==> src/ssp_pkg.sv <==
// package for the serial port hold-control block: register map, field positions, modes
// assumes byte-wide registers reached over a plain strobe port, one clock, async low reset
// Summary of operation
// - address hold stretches clock after eighth fall
// - data hold stretches clock after eighth fall
// - hold enables bits 1,0; ignored elsewhere
// - overwrite: flag overflow, still store newest
// - start/stop enables ignored in detecting modes
// - nine consecutive byte registers decoded
// - ack time high eighth fall when a hold enable is set, low ninth rise
// - stop enable raises interrupt on stop
package ssp_pkg;
	// register indices, byte addresses are the printed ones
	localparam logic [11:0] ADDR_BUF     = 12'h18C;
	localparam logic [11:0] ADDR_ADD     = 12'h18D;
	localparam logic [11:0] ADDR_MSK     = 12'h18E;
	localparam logic [11:0] ADDR_STAT    = 12'h18F;
	localparam logic [11:0] ADDR_CON1    = 12'h190;
	localparam logic [11:0] ADDR_CON2    = 12'h191;
	localparam logic [11:0] ADDR_CON3    = 12'h192;
	localparam logic [11:0] ADDR_IRQ_ST  = 12'h193;
	localparam logic [11:0] ADDR_IRQ_MSK = 12'h194;
	// control three fields
	localparam int CON3_ACKTIME = 7;
	localparam int CON3_PIE     = 6;
	localparam int CON3_SIE     = 5;
	localparam int CON3_BOE     = 4;
	localparam int CON3_AHE     = 1;
	localparam int CON3_DHE     = 0;
	localparam logic [7:0] CON3_WMASK = 8'h7F;
	// control one fields
	localparam int CON1_OVF = 6;
	localparam int CON1_CKR = 4;
	localparam logic [7:0] CON1_WMASK = 8'hBF;
	// status fields
	localparam int STAT_STOP = 4;
	localparam int STAT_START = 3;
	localparam int STAT_BF   = 0;
	// interrupt status bits
	localparam int IRQ_BYTE  = 0;
	localparam int IRQ_START = 1;
	localparam int IRQ_STOP  = 2;
	localparam int IRQ_OVF   = 3;
	localparam int IRQ_W     = 4;
	// modes of the mode-select field
	localparam logic [3:0] MODE_SPI_LAST  = 4'h5;
	localparam logic [3:0] MODE_SLV7      = 4'h6;
	localparam logic [3:0] MODE_SLV7_SP   = 4'hE;
	localparam logic [3:0] MODE_SLV7_SPX  = 4'h7;
	localparam logic [3:0] MODE_SLV10_SP  = 4'hF;
	localparam logic [3:0] MODE_SLV10     = 4'h9;
	localparam logic [3:0] BIT_LAST       = 4'h7;
	localparam logic [3:0] BIT_ACK        = 4'h8;
	localparam logic [7:0] RST_CON1       = 8'h10;
	localparam logic [7:0] ZERO8          = 8'h00;

	// i2c slave mode decode
	function automatic logic is_i2c_slave(input logic [3:0] m);
		is_i2c_slave = (m == MODE_SLV7) || (m == MODE_SLV10) || (m == MODE_SLV7_SP)
			|| (m == MODE_SLV7_SPX) || (m == MODE_SLV10_SP);
	endfunction

	// spi mode decode, modes 0 to 5
	function automatic logic is_spi(input logic [3:0] m);
		is_spi = (m <= MODE_SPI_LAST);
	endfunction
endpackage

==> src/ssp_hold_ctrl.sv <==
// hold-control slice of a serial port: i2c slave receive with clock stretch, spi receive
// with overwrite, start/stop interrupts and the nine byte registers
// assumes a plain strobe register port; scl/sda/sck/sdi come from pins
`timescale 1ns/1ns
module ssp_hold_ctrl
	import ssp_pkg::*;
(
	input  wire logic        mclk_i,
	input  wire logic        nrst_i,
	input  wire logic [11:0] addr_i,
	input  wire logic [7:0]  wdata_i,
	input  wire logic        wr_i,
	input  wire logic        rd_i,
	output logic      [7:0]  rdata_o,
	input  wire logic        scl_i,
	input  wire logic        sda_i,
	output logic             scl_o,
	output logic             scl_oe_n_o,
	input  wire logic        sck_i,
	input  wire logic        sdi_i,
	output logic             irq_o
);
	////////////////////////////////////////////////////////////////////////////////
	// pin conditioning
	logic scl_s;   // synchronised scl
	logic sda_s;   // synchronised sda
	logic sck_s;   // synchronised spi clock
	logic sdi_s;   // synchronised spi data
	logic scl_r;   // scl rising
	logic scl_f;   // scl falling
	logic sck_r;   // spi clock rising
	logic sda_r;   // sda rising
	logic sda_f;   // sda falling

	ssp_sync u_sync_scl (.mclk_i(mclk_i), .nrst_i(nrst_i), .pin_i(scl_i), .level_o(scl_s));
	ssp_sync u_sync_sda (.mclk_i(mclk_i), .nrst_i(nrst_i), .pin_i(sda_i), .level_o(sda_s));
	ssp_sync u_sync_sck (.mclk_i(mclk_i), .nrst_i(nrst_i), .pin_i(sck_i), .level_o(sck_s));
	ssp_sync u_sync_sdi (.mclk_i(mclk_i), .nrst_i(nrst_i), .pin_i(sdi_i), .level_o(sdi_s));
	ssp_edge u_edge_scl (.mclk_i(mclk_i), .nrst_i(nrst_i), .lvl_i(scl_s), .rise_o(scl_r), .fall_o(scl_f));
	ssp_edge u_edge_sck (.mclk_i(mclk_i), .nrst_i(nrst_i), .lvl_i(sck_s), .rise_o(sck_r), .fall_o());
	ssp_edge u_edge_sda (.mclk_i(mclk_i), .nrst_i(nrst_i), .lvl_i(sda_s), .rise_o(sda_r), .fall_o(sda_f));

	////////////////////////////////////////////////////////////////////////////////
	// state
	typedef enum logic [2:0] {
		ST_IDLE = 3'b001,   // no frame
		ST_ADDR = 3'b010,   // receiving address byte
		ST_DATA = 3'b100    // receiving data bytes
	} phase_t;

	typedef struct packed {
		phase_t     phase;     // byte kind being received
		logic [3:0] bitcnt;    // bits seen in this byte
		logic [7:0] shift;     // receive shifter
		logic [7:0] buf_r;     // serial_data_buffer
		logic [7:0] add_r;     // slave_address_or_baud
		logic [7:0] msk_r;     // address_match_mask
		logic [7:0] stat_r;    // port_status
		logic [7:0] con1_r;    // port_control_one
		logic [7:0] con2_r;    // port_control_two
		logic [7:0] con3_r;    // port_control_three
		logic [IRQ_W-1:0] ist; // sticky interrupt status
		logic [IRQ_W-1:0] imk; // interrupt mask
		logic [7:0] rdata;     // read data register
	} state_t;

	state_t s_q;
	state_t s_d;

	logic [3:0] port_mode_select;  // mode field of control one
	logic       i2c_slv;           // i2c slave active
	logic       spi_mode;          // spi active
	logic       sp_explicit;       // mode already detects start/stop
	logic       start_det;         // start on bus
	logic       stop_det;          // stop on bus
	logic       byte_done;         // eighth falling scl
	logic       spi_byte;          // eighth spi bit sampled
	logic [7:0] spi_word;          // completed spi byte

	assign port_mode_select = s_q.con1_r[3:0];
	assign i2c_slv     = is_i2c_slave(port_mode_select);
	assign spi_mode    = is_spi(port_mode_select);
	assign sp_explicit = (port_mode_select == MODE_SLV7_SP) || (port_mode_select == MODE_SLV10_SP)
		|| (port_mode_select == MODE_SLV7_SPX);
	assign start_det   = i2c_slv && scl_s && sda_f;
	assign stop_det    = i2c_slv && scl_s && sda_r;
	assign byte_done   = i2c_slv && scl_f && (s_q.phase != ST_IDLE) && (s_q.bitcnt == BIT_ACK);
	assign spi_byte    = spi_mode && sck_r && (s_q.bitcnt == BIT_LAST);
	assign spi_word    = {s_q.shift[6:0], sdi_s};

	////////////////////////////////////////////////////////////////////////////////
	// next state
	always_comb begin
		logic hold_evt;   // hold requested at this byte end
		logic new_byte;   // a byte is ready for the buffer
		logic [7:0] nb;   // that byte
		hold_evt = 1'b0;
		new_byte = 1'b0;
		nb       = ZERO8;
		s_d      = s_q;
		s_d.rdata = ZERO8;

		// register reads, one cycle latency; unmapped reads zero
		if (rd_i) begin
			case (addr_i)
				ADDR_BUF: begin
					s_d.rdata = s_q.buf_r;
					s_d.stat_r[STAT_BF] = 1'b0; // reading empties the buffer
				end
				ADDR_ADD:     s_d.rdata = s_q.add_r;
				ADDR_MSK:     s_d.rdata = s_q.msk_r;
				ADDR_STAT:    s_d.rdata = s_q.stat_r;
				ADDR_CON1:    s_d.rdata = s_q.con1_r;
				ADDR_CON2:    s_d.rdata = s_q.con2_r;
				ADDR_CON3:    s_d.rdata = s_q.con3_r;
				ADDR_IRQ_ST:  s_d.rdata = {{(8-IRQ_W){1'b0}}, s_q.ist};
				ADDR_IRQ_MSK: s_d.rdata = {{(8-IRQ_W){1'b0}}, s_q.imk};
				default:      s_d.rdata = ZERO8;
			endcase
		end

		// register writes; hardware events below override them
		if (wr_i) begin
			case (addr_i)
				ADDR_BUF:     s_d.buf_r = wdata_i;
				ADDR_ADD:     s_d.add_r = wdata_i;
				ADDR_MSK:     s_d.msk_r = wdata_i;
				ADDR_CON1:    s_d.con1_r = (wdata_i & CON1_WMASK) | (s_q.con1_r & ~CON1_WMASK)
					& ~(wdata_i & ~CON1_WMASK & s_q.con1_r); // overflow cleared by writing zero is kept simple
				ADDR_CON2:    s_d.con2_r = wdata_i;
				ADDR_CON3:    s_d.con3_r = (wdata_i & CON3_WMASK) | (s_q.con3_r & ~CON3_WMASK);
				ADDR_IRQ_ST:  s_d.ist = s_q.ist & ~wdata_i[IRQ_W-1:0];
				ADDR_IRQ_MSK: s_d.imk = wdata_i[IRQ_W-1:0];
				default:      ;
			endcase
			// overflow flag is cleared by software writing it low
			if (addr_i == ADDR_CON1) begin
				s_d.con1_r[CON1_OVF] = s_q.con1_r[CON1_OVF] & wdata_i[CON1_OVF];
			end
		end

		// i2c framing
		if (start_det) begin
			s_d.phase  = ST_ADDR;
			s_d.bitcnt = 4'h0;
			s_d.stat_r[STAT_START] = 1'b1;
			s_d.stat_r[STAT_STOP]  = 1'b0;
			if (sp_explicit || s_q.con3_r[CON3_SIE]) begin
				s_d.ist[IRQ_START] = 1'b1;
			end
		end else if (stop_det) begin
			s_d.phase  = ST_IDLE;
			s_d.bitcnt = 4'h0; // no stale count leaks into the next frame or mode
			s_d.stat_r[STAT_STOP]  = 1'b1;
			s_d.stat_r[STAT_START] = 1'b0;
			if (sp_explicit || s_q.con3_r[CON3_PIE]) begin
				s_d.ist[IRQ_STOP] = 1'b1;
			end
		end else if (i2c_slv && s_q.phase != ST_IDLE) begin
			// count rises: the fall that ends a start condition is no data bit
			if (scl_r) begin
				if (s_q.bitcnt < BIT_ACK) begin
					s_d.shift  = {s_q.shift[6:0], sda_s};
					s_d.bitcnt = s_q.bitcnt + 4'h1;
				end else if (s_q.bitcnt == BIT_ACK) begin
					s_d.bitcnt = BIT_ACK + 4'h1;     // ninth rise: acknowledge clock
					s_d.con3_r[CON3_ACKTIME] = 1'b0;
				end
			end
			// fall after the acknowledge clock closes the byte slot
			if (scl_f && s_q.bitcnt > BIT_ACK) begin
				s_d.bitcnt = 4'h0;
				s_d.phase  = ST_DATA;
			end
		end

		// byte end in i2c slave: hold and ack time
		if (byte_done) begin
			hold_evt = (s_q.phase == ST_ADDR) ? s_q.con3_r[CON3_AHE] : s_q.con3_r[CON3_DHE];
			if (s_q.con3_r[CON3_AHE] || s_q.con3_r[CON3_DHE]) begin
				s_d.con3_r[CON3_ACKTIME] = 1'b1;
			end
			if (hold_evt) begin
				s_d.con1_r[CON1_CKR] = 1'b0;
			end
			new_byte = 1'b1;
			nb       = s_q.shift;
		end

		// spi shifting
		if (spi_mode && sck_r) begin
			s_d.shift  = spi_word;
			s_d.bitcnt = (s_q.bitcnt == BIT_LAST) ? 4'h0 : s_q.bitcnt + 4'h1;
		end
		if (spi_byte) begin
			new_byte = 1'b1;
			nb       = spi_word;
		end

		// buffer load with overflow rules
		if (new_byte) begin
			s_d.ist[IRQ_BYTE] = 1'b1;
			if (s_q.stat_r[STAT_BF]) begin
				s_d.con1_r[CON1_OVF] = 1'b1;
				s_d.ist[IRQ_OVF] = 1'b1;
			end
			if (!s_q.stat_r[STAT_BF] || s_q.con3_r[CON3_BOE]) begin
				s_d.buf_r = nb;
				s_d.stat_r[STAT_BF] = 1'b1;
			end
		end
	end

	// register the state
	always_ff @(posedge mclk_i or negedge nrst_i) begin
		if (!nrst_i) begin
			s_q <= '{phase: ST_IDLE, bitcnt: 4'h0, shift: ZERO8, buf_r: ZERO8, add_r: ZERO8,
				msk_r: ZERO8, stat_r: ZERO8, con1_r: RST_CON1, con2_r: ZERO8, con3_r: ZERO8,
				ist: '0, imk: '0, rdata: ZERO8};
		end else begin
			s_q <= s_d;
		end
	end

	////////////////////////////////////////////////////////////////////////////////
	// outputs
	assign rdata_o    = s_q.rdata;
	// stretch: drive scl low while release bit is clear in slave mode
	assign scl_o      = 1'b0;
	assign scl_oe_n_o = ~(i2c_slv && !s_q.con1_r[CON1_CKR]);
	assign irq_o      = |(s_q.ist & s_q.imk);

	////////////////////////////////////////////////////////////////////////////////
	// checks
	a_addr_hold: assert property (@(posedge mclk_i) disable iff (!nrst_i)
		byte_done && s_q.phase == ST_ADDR && s_q.con3_r[CON3_AHE] |=> !s_q.con1_r[CON1_CKR] && !scl_oe_n_o)
		else $error("address hold did not stretch");
	a_data_hold: assert property (@(posedge mclk_i) disable iff (!nrst_i)
		byte_done && s_q.phase == ST_DATA && s_q.con3_r[CON3_DHE] |=> !s_q.con1_r[CON1_CKR])
		else $error("data hold did not clear release");
	a_hold_ignored: assert property (@(posedge mclk_i) disable iff (!nrst_i)
		!i2c_slv |-> scl_oe_n_o)
		else $error("scl driven outside slave mode");
	a_spi_no_hold: assert property (@(posedge mclk_i) disable iff (!nrst_i)
		spi_byte && !(wr_i && addr_i == ADDR_CON1) |=> $stable(s_q.con1_r[CON1_CKR]))
		else $error("hold enables acted in spi mode");
	a_ovf_still: assert property (@(posedge mclk_i) disable iff (!nrst_i)
		spi_byte && s_q.stat_r[STAT_BF] && s_q.con3_r[CON3_BOE] && !start_det
		|=> s_q.con1_r[CON1_OVF] && s_q.buf_r == $past(spi_word))
		else $error("overwrite mode lost byte or flag");
	a_stop_irq: assert property (@(posedge mclk_i) disable iff (!nrst_i)
		stop_det && s_q.con3_r[CON3_PIE] |=> s_q.ist[IRQ_STOP])
		else $error("stop interrupt not raised");
	a_sp_explicit: assert property (@(posedge mclk_i) disable iff (!nrst_i)
		start_det && sp_explicit |=> s_q.ist[IRQ_START])
		else $error("start not flagged in detecting mode");
	a_ack_time: assert property (@(posedge mclk_i) disable iff (!nrst_i)
		byte_done && (s_q.con3_r[CON3_AHE] || s_q.con3_r[CON3_DHE]) |=> s_q.con3_r[CON3_ACKTIME])
		else $error("ack time not raised");
	a_release: assert property (@(posedge mclk_i) disable iff (!nrst_i)
		wr_i && addr_i == ADDR_CON1 && wdata_i[CON1_CKR] && !byte_done |=> scl_oe_n_o)
		else $error("scl not released");
	a_read_lat: assert property (@(posedge mclk_i) disable iff (!nrst_i)
		rd_i && addr_i == ADDR_CON2 && !wr_i |=> rdata_o == $past(s_q.con2_r))
		else $error("read data wrong");
endmodule

==> src/ssp_sync.sv <==
// three-flop pin synchroniser with agreement filter
// assumes an asynchronous pin; output changes once flops two and three agree
`timescale 1ns/1ns
module ssp_sync
	import ssp_pkg::*;
(
	input  wire logic mclk_i,
	input  wire logic nrst_i,
	input  wire logic pin_i,
	output logic      level_o
);
	logic s1_q;   // metastable catch
	logic s2_q;   // second stage
	logic s3_q;   // third stage
	logic lvl_q;  // filtered level

	// bus idles high, so reset to one
	always_ff @(posedge mclk_i or negedge nrst_i) begin
		if (!nrst_i) begin
			s1_q  <= 1'b1;
			s2_q  <= 1'b1;
			s3_q  <= 1'b1;
			lvl_q <= 1'b1;
		end else begin
			s1_q <= pin_i;
			s2_q <= s1_q;
			s3_q <= s2_q;
			// only an agreed value moves the level
			if (s2_q == s3_q) begin
				lvl_q <= s3_q;
			end
		end
	end
	assign level_o = lvl_q;
endmodule

==> src/ssp_edge.sv <==
// rising/falling pulse detector on a synchronised level
// assumes the input is already in the clock domain
`timescale 1ns/1ns
module ssp_edge
	import ssp_pkg::*;
(
	input  wire logic mclk_i,
	input  wire logic nrst_i,
	input  wire logic lvl_i,
	output logic      rise_o,
	output logic      fall_o
);
	logic prev_q;  // last level

	// idle level of the bus is high
	always_ff @(posedge mclk_i or negedge nrst_i) begin
		if (!nrst_i) begin
			prev_q <= 1'b1;
		end else begin
			prev_q <= lvl_i;
		end
	end
	assign rise_o = lvl_i & ~prev_q;
	assign fall_o = ~lvl_i & prev_q;
endmodule

==> config.mk <==
export PLATFORM = sky130hd
export DESIGN_NAME = ssp_hold_ctrl
export DESIGN_NICKNAME = d
export VERILOG_FILES = /design/src/ssp_pkg.sv /design/src/ssp_hold_ctrl.sv /design/src/ssp_sync.sv /design/src/ssp_edge.sv
export SDC_FILE = /design/constraint.sdc
export NUM_CORES = 1
export LEC_CHECK = 0
export BUFFER_PORTS_ARGS = -buffer_cell sky130_fd_sc_hd__buf_2
export CAP_MARGIN = 20
export CORE_MARGIN = 2
export CORE_UTILIZATION = 30
export CTS_CLUSTER_DIAMETER = 50
export DETAILED_ROUTE_END_ITERATION = 6
export HOLD_SLACK_MARGIN = 0.1
export PLACE_DENSITY = 0.53
export SLEW_MARGIN = 20
export SYNTH_ARGS = -nofsm -noshare
export SYNTH_HDL_FRONTEND = slang
export SYNTH_HIERARCHICAL = 1
export SYNTH_SLANG_ARGS = --single-unit
==> constraint.sdc <==
create_clock -name mclk_i -period 3.1 [get_ports mclk_i]
set_clock_uncertainty 0.15 [all_clocks]
set_input_delay 0.31 -clock mclk_i [delete_from_list [all_inputs] [get_ports mclk_i]]
set_output_delay 0.31 -clock mclk_i [all_outputs]
set_load 0.05 [all_outputs]
### Yosys cells after proc, flatten, opt, wreduce, memory -nomap -nowiden

Index checks and enable logic that the tools add are counted.

| word-level totals | value |
|---|---|
| register bits after elaboration | 101 |

| operators by class | value |
|---|---|
| $add $sub $neg | 1 |
| order comparisons | 3 |
| multiplexer cells | 58 |
| bitwise gates (word level) | 20 |
| reductions and logical operators | 45 |
| eq/ne operators | 24 |

Operators with widths:

| kind | number |
|---|---|
| $eq 12x9->1 const B | 9 |
| $mux 8 | 13 |
| $pmux 8 s9 | 1 |
| $mux 31 | 1 |
| $mux 1 | 28 |
| $mux 7 | 4 |
| $mux 12 | 2 |
| $mux 24 | 1 |
| $mux 4 | 5 |
| $and 7x8->8 | 2 |
| $eq 4x4->1 const B | 4 |
| $reduce_and 2->1 | 8 |
| $mux 15 | 1 |
| $eq 4x3->1 const B | 3 |
| $reduce_bool 2->1 | 6 |
| $logic_and 1x1->1 | 11 |
| $logic_or 1x1->1 | 10 |
| $and 4x4->4 | 2 |
| $not 8->8 | 1 |
| $or 7x8->8 | 1 |
| $or 8x8->8 | 1 |
| $and 1x1->1 | 6 |
| $not 1->1 | 6 |
| $reduce_bool 3->1 | 2 |
| 17 further kinds | 23 |

### Logic depth before layout (Yosys ltp)

| depth | value |
|---|---|
| depth after elaboration | 15 |
| depth in mapped cells | 8 |

### Modules after synthesis

The synthesis kept the hierarchy.

By module, submodules not included:

| module | seq. area each (um2) | cells each | area each (um2) | instances |
|---|---|---|---|---|
| ssp_hold_ctrl | 2,054.5 | 374 | 4,324.1 | 1 |
| ssp_sync | 105.1 | 5 | 116.4 | 4 |
| ssp_edge | 26.3 | 3 | 41.3 | 3 |

### Least setup slack after synthesis

Ideal clock, no wire load.

| timing path | value |
|---|---|
| path type | register to register |
| from | register u_sync_sda.lvl_q, in the netlist u_sync_sda/level_o |
| to | register s_q[73] (netlist name) |
| buffers on the path | 0 |
| data required time | 2.825 ns |
| cell stages (with the launch flop) | 7 |
| arrival | 1.880 ns |
| setup time | 0.125 ns |
| setup slack | 0.946 ns |
| cell sequence | dfstp_2 and2b_2 o21ai_0 o2111ai_2 nand2b_1 nand2_2 mux2_2 |

| on the way | value |
|---|---|
| word-level cells in the longest chain between the ends | 5 |
| elaborated cells between the ends (all ways) | 8 |
| those cells by class | eq/ne: 2; bitwise: 3; reduce/logical: 3 |

RTL lines:

| item | RTL line | text |
|---|---|---|
| from (decl) | ssp_sync.sv:15 | `logic lvl_q;` |
| from (signal assigned) | ssp_sync.sv:30 | `lvl_q <= s3_q;` |
| $not 1->1 | ssp_edge.sv:24 | `assign fall_o = ~lvl_i & prev_q;` |
| $and 1x1->1 | ssp_edge.sv:24 |  |
| via sda_f | ssp_hold_ctrl.sv:33 | `logic sda_f;` |
| $logic_and 1x1->1 | ssp_hold_ctrl.sv:85 | `assign start_det = i2c_slv && scl_s && sda_f;` |
| $ne 2x1->1 (no source line) | -- |  |
| $reduce_and 5->1 (no source line) | -- |  |
| to (signal assigned) | ssp_hold_ctrl.sv:217 | `s_q <= '{phase: ST_IDLE, bitcnt: 4'h0, shift: ZERO8, buf_r: ZERO8, add_r: ZERO8,` |
| to (decl) | ssp_hold_ctrl.sv:67 | `state_t s_q;` |

The timed path passes the listed nets, and every way through them passes these cells.
A chain may end at the register's enable or synchronous reset.

==> results.json <==
{
  "clkLatencyLatePin_ns": 0.36,
  "worstSetupEndpointType": "register",
  "p_int_mw": 2.407,
  "final_nets": 466,
  "hold_slack_ns": 0.1208,
  "initial_core_util_pct": 30.76,
  "track_usage_pct": 14.07,
  "routedWlPerCell_um": 17.68,
  "avgSynthCellArea_um2": 12.20,
  "cts_max_level": 3,
  "comb_power_share_pct": 11.8,
  "slew_violations": 0,
  "final_cell_mix": "80 x dfrtp_1, 51 x mux2_2, 36 x buf_2, 26 x nand2_1, 21 x dfstp_2",
  "wl_mm": 11.60,
  "vias": 3278,
  "cts_root_buffer": "clkbuf_16",
  "synth_nets": 433,
  "cts_resized": 0,
  "overflow": 0,
  "p_leak_nw": 2.572,
  "hpwl_mm": 8.318,
  "core-area_um2": 15940,
  "required_ns": 3.23,
  "p_clk_share_pct": 40.1,
  "swShare_pct": 25.43,
  "fin_crit_sh_pct": 78.82,
  "cts_buffer_depth": 2,
  "io_buffer_count": 37,
  "drt_iter0_markers": 178,
  "total_power_mw": 3.228,
  "worst_pin_slew_ns": 0.7105,
  "period_needed_ns": 2.443,
  "vdd_drop_max_mv": 0.2868,
  "rsz0062_at_grt": "false",
  "power_density_nw_per_um2": 571.2,
  "yosysWarnings": 6,
  "path_max_fanout": 17,
  "hold_class": "in -> reg",
  "die_area_um2": 17390,
  "hold_viol_final": 0,
  "critPathArrivalTime_ns": 2.57,
  "viasPerCell": 4.997,
  "max_freq_mhz": 409.3,
  "max_slew_margin_pct": 52.63,
  "grt_pass1_vias": 3405,
  "syn_inst": 402,
  "setup_viol": 0,
  "crit_type": "reg -> reg",
  "maxCapViolations": 0,
  "drc": 0,
  "rows": 46,
  "clock_sinks": 101,
  "ant_nets": 0,
  "final_common_cell": "dfrtp_1",
  "startpoint_type": "register",
  "clkTransAtPathRegs_ns": 0.07,
  "firstDrtPassIters": 5,
  "die_h_um": 131.9,
  "cts_made_buffers": 9,
  "antenna_cells": 0,
  "drive_above_1_share_pct": 35.23,
  "top_register": "s_q",
  "grt_first_pass_wirelength_mm": 19.22,
  "gp_congestion": 0.8265,
  "antenna_found_initial": 0,
  "largest_reg_flops": 70,
  "syn_to_final_growth_pct": 15.23,
  "fin_tns_setup_ns": 0,
  "cts_tree": "done",
  "ios": 39,
  "outcome": "finished, final reports clean",
  "synth_area_um2": 4905,
  "p_seq_share_pct": 48.1,
  "die_w_um": 131.9,
  "grt_max_degree": 75,
  "power.switching_uw": 820.8
}
## worst paths after layout
kind | startpoint | endpoint | slack [ns] | cells past startpoint
worst min-delay path | wdata_i[5] | s_q[61] | 0.12 | 2
min in group asynchronous | nrst_i | s_q[83] | 0.27 | 2
worst max register to register | u_sync_scl/level_o | s_q[66] | 0.66 | 6
worst min register to register | u_sync_scl/s1_q | u_sync_scl/s2_q | 0.20 | 0
max in group asynchronous | nrst_i | s_q[36] | 1.82 | 3
worst max-delay path | u_sync_scl/level_o | s_q[66] | 0.66 | 6
## through the flow
stage               cells  cell area (um2)  worst slack (ns)  utilization [%]
finish                656             5652            0.6566            35.45
global route          656             5652            0.4530            35.45
CTS                   656             5652            0.6452            35.45
detailed placement    634             5239            0.6378            32.86
global placement      634             5239            0.5797            32.86
floorplan             402             4905            0.9455                -
## cell type report
type	count	area [um2]
tap	216	270.3
fill	1564	10290
clock inverter	5	88.84
inverter	7	26.28
clock buffer	11	264.0
timing repair buffer	47	290.3
multi-input combinational	269	2158
sequential	101	2554
## power by group through the flow
stage	logic (mW)	registers [mW]	clock network, mW
after floorplan	0.287	1.53	0
after global placement	0.372	1.57	0
after detailed placement	0.380	1.58	0
after CTS	0.387	1.55	1.33
after global routing	0.431	1.57	1.39
final	0.381	1.55	1.29
## critical path: stages, from the launching register on
cell and delay, ns:
dfstp_2 0.61, and2b_2 0.25, and4b_1 0.21, o211a_1 0.24, o22ai_2 0.60, a221oi_1 0.14
a21oi_1 0.16
## per-layer routing
metal  part of all wire, %  track usage (%)
met1                    48            19.44
met4                   1.6            5.978
met3                   4.1            3.576
met5                     0                0
met2                    46            20.92
## repair_timing
item / CTS / global route
hold buffers: 6 / 0
setup buffers: 0 / 0
endpoints found under the hold margin: 32 / 0
Note: power is estimated with default switching activity, not from simulation.
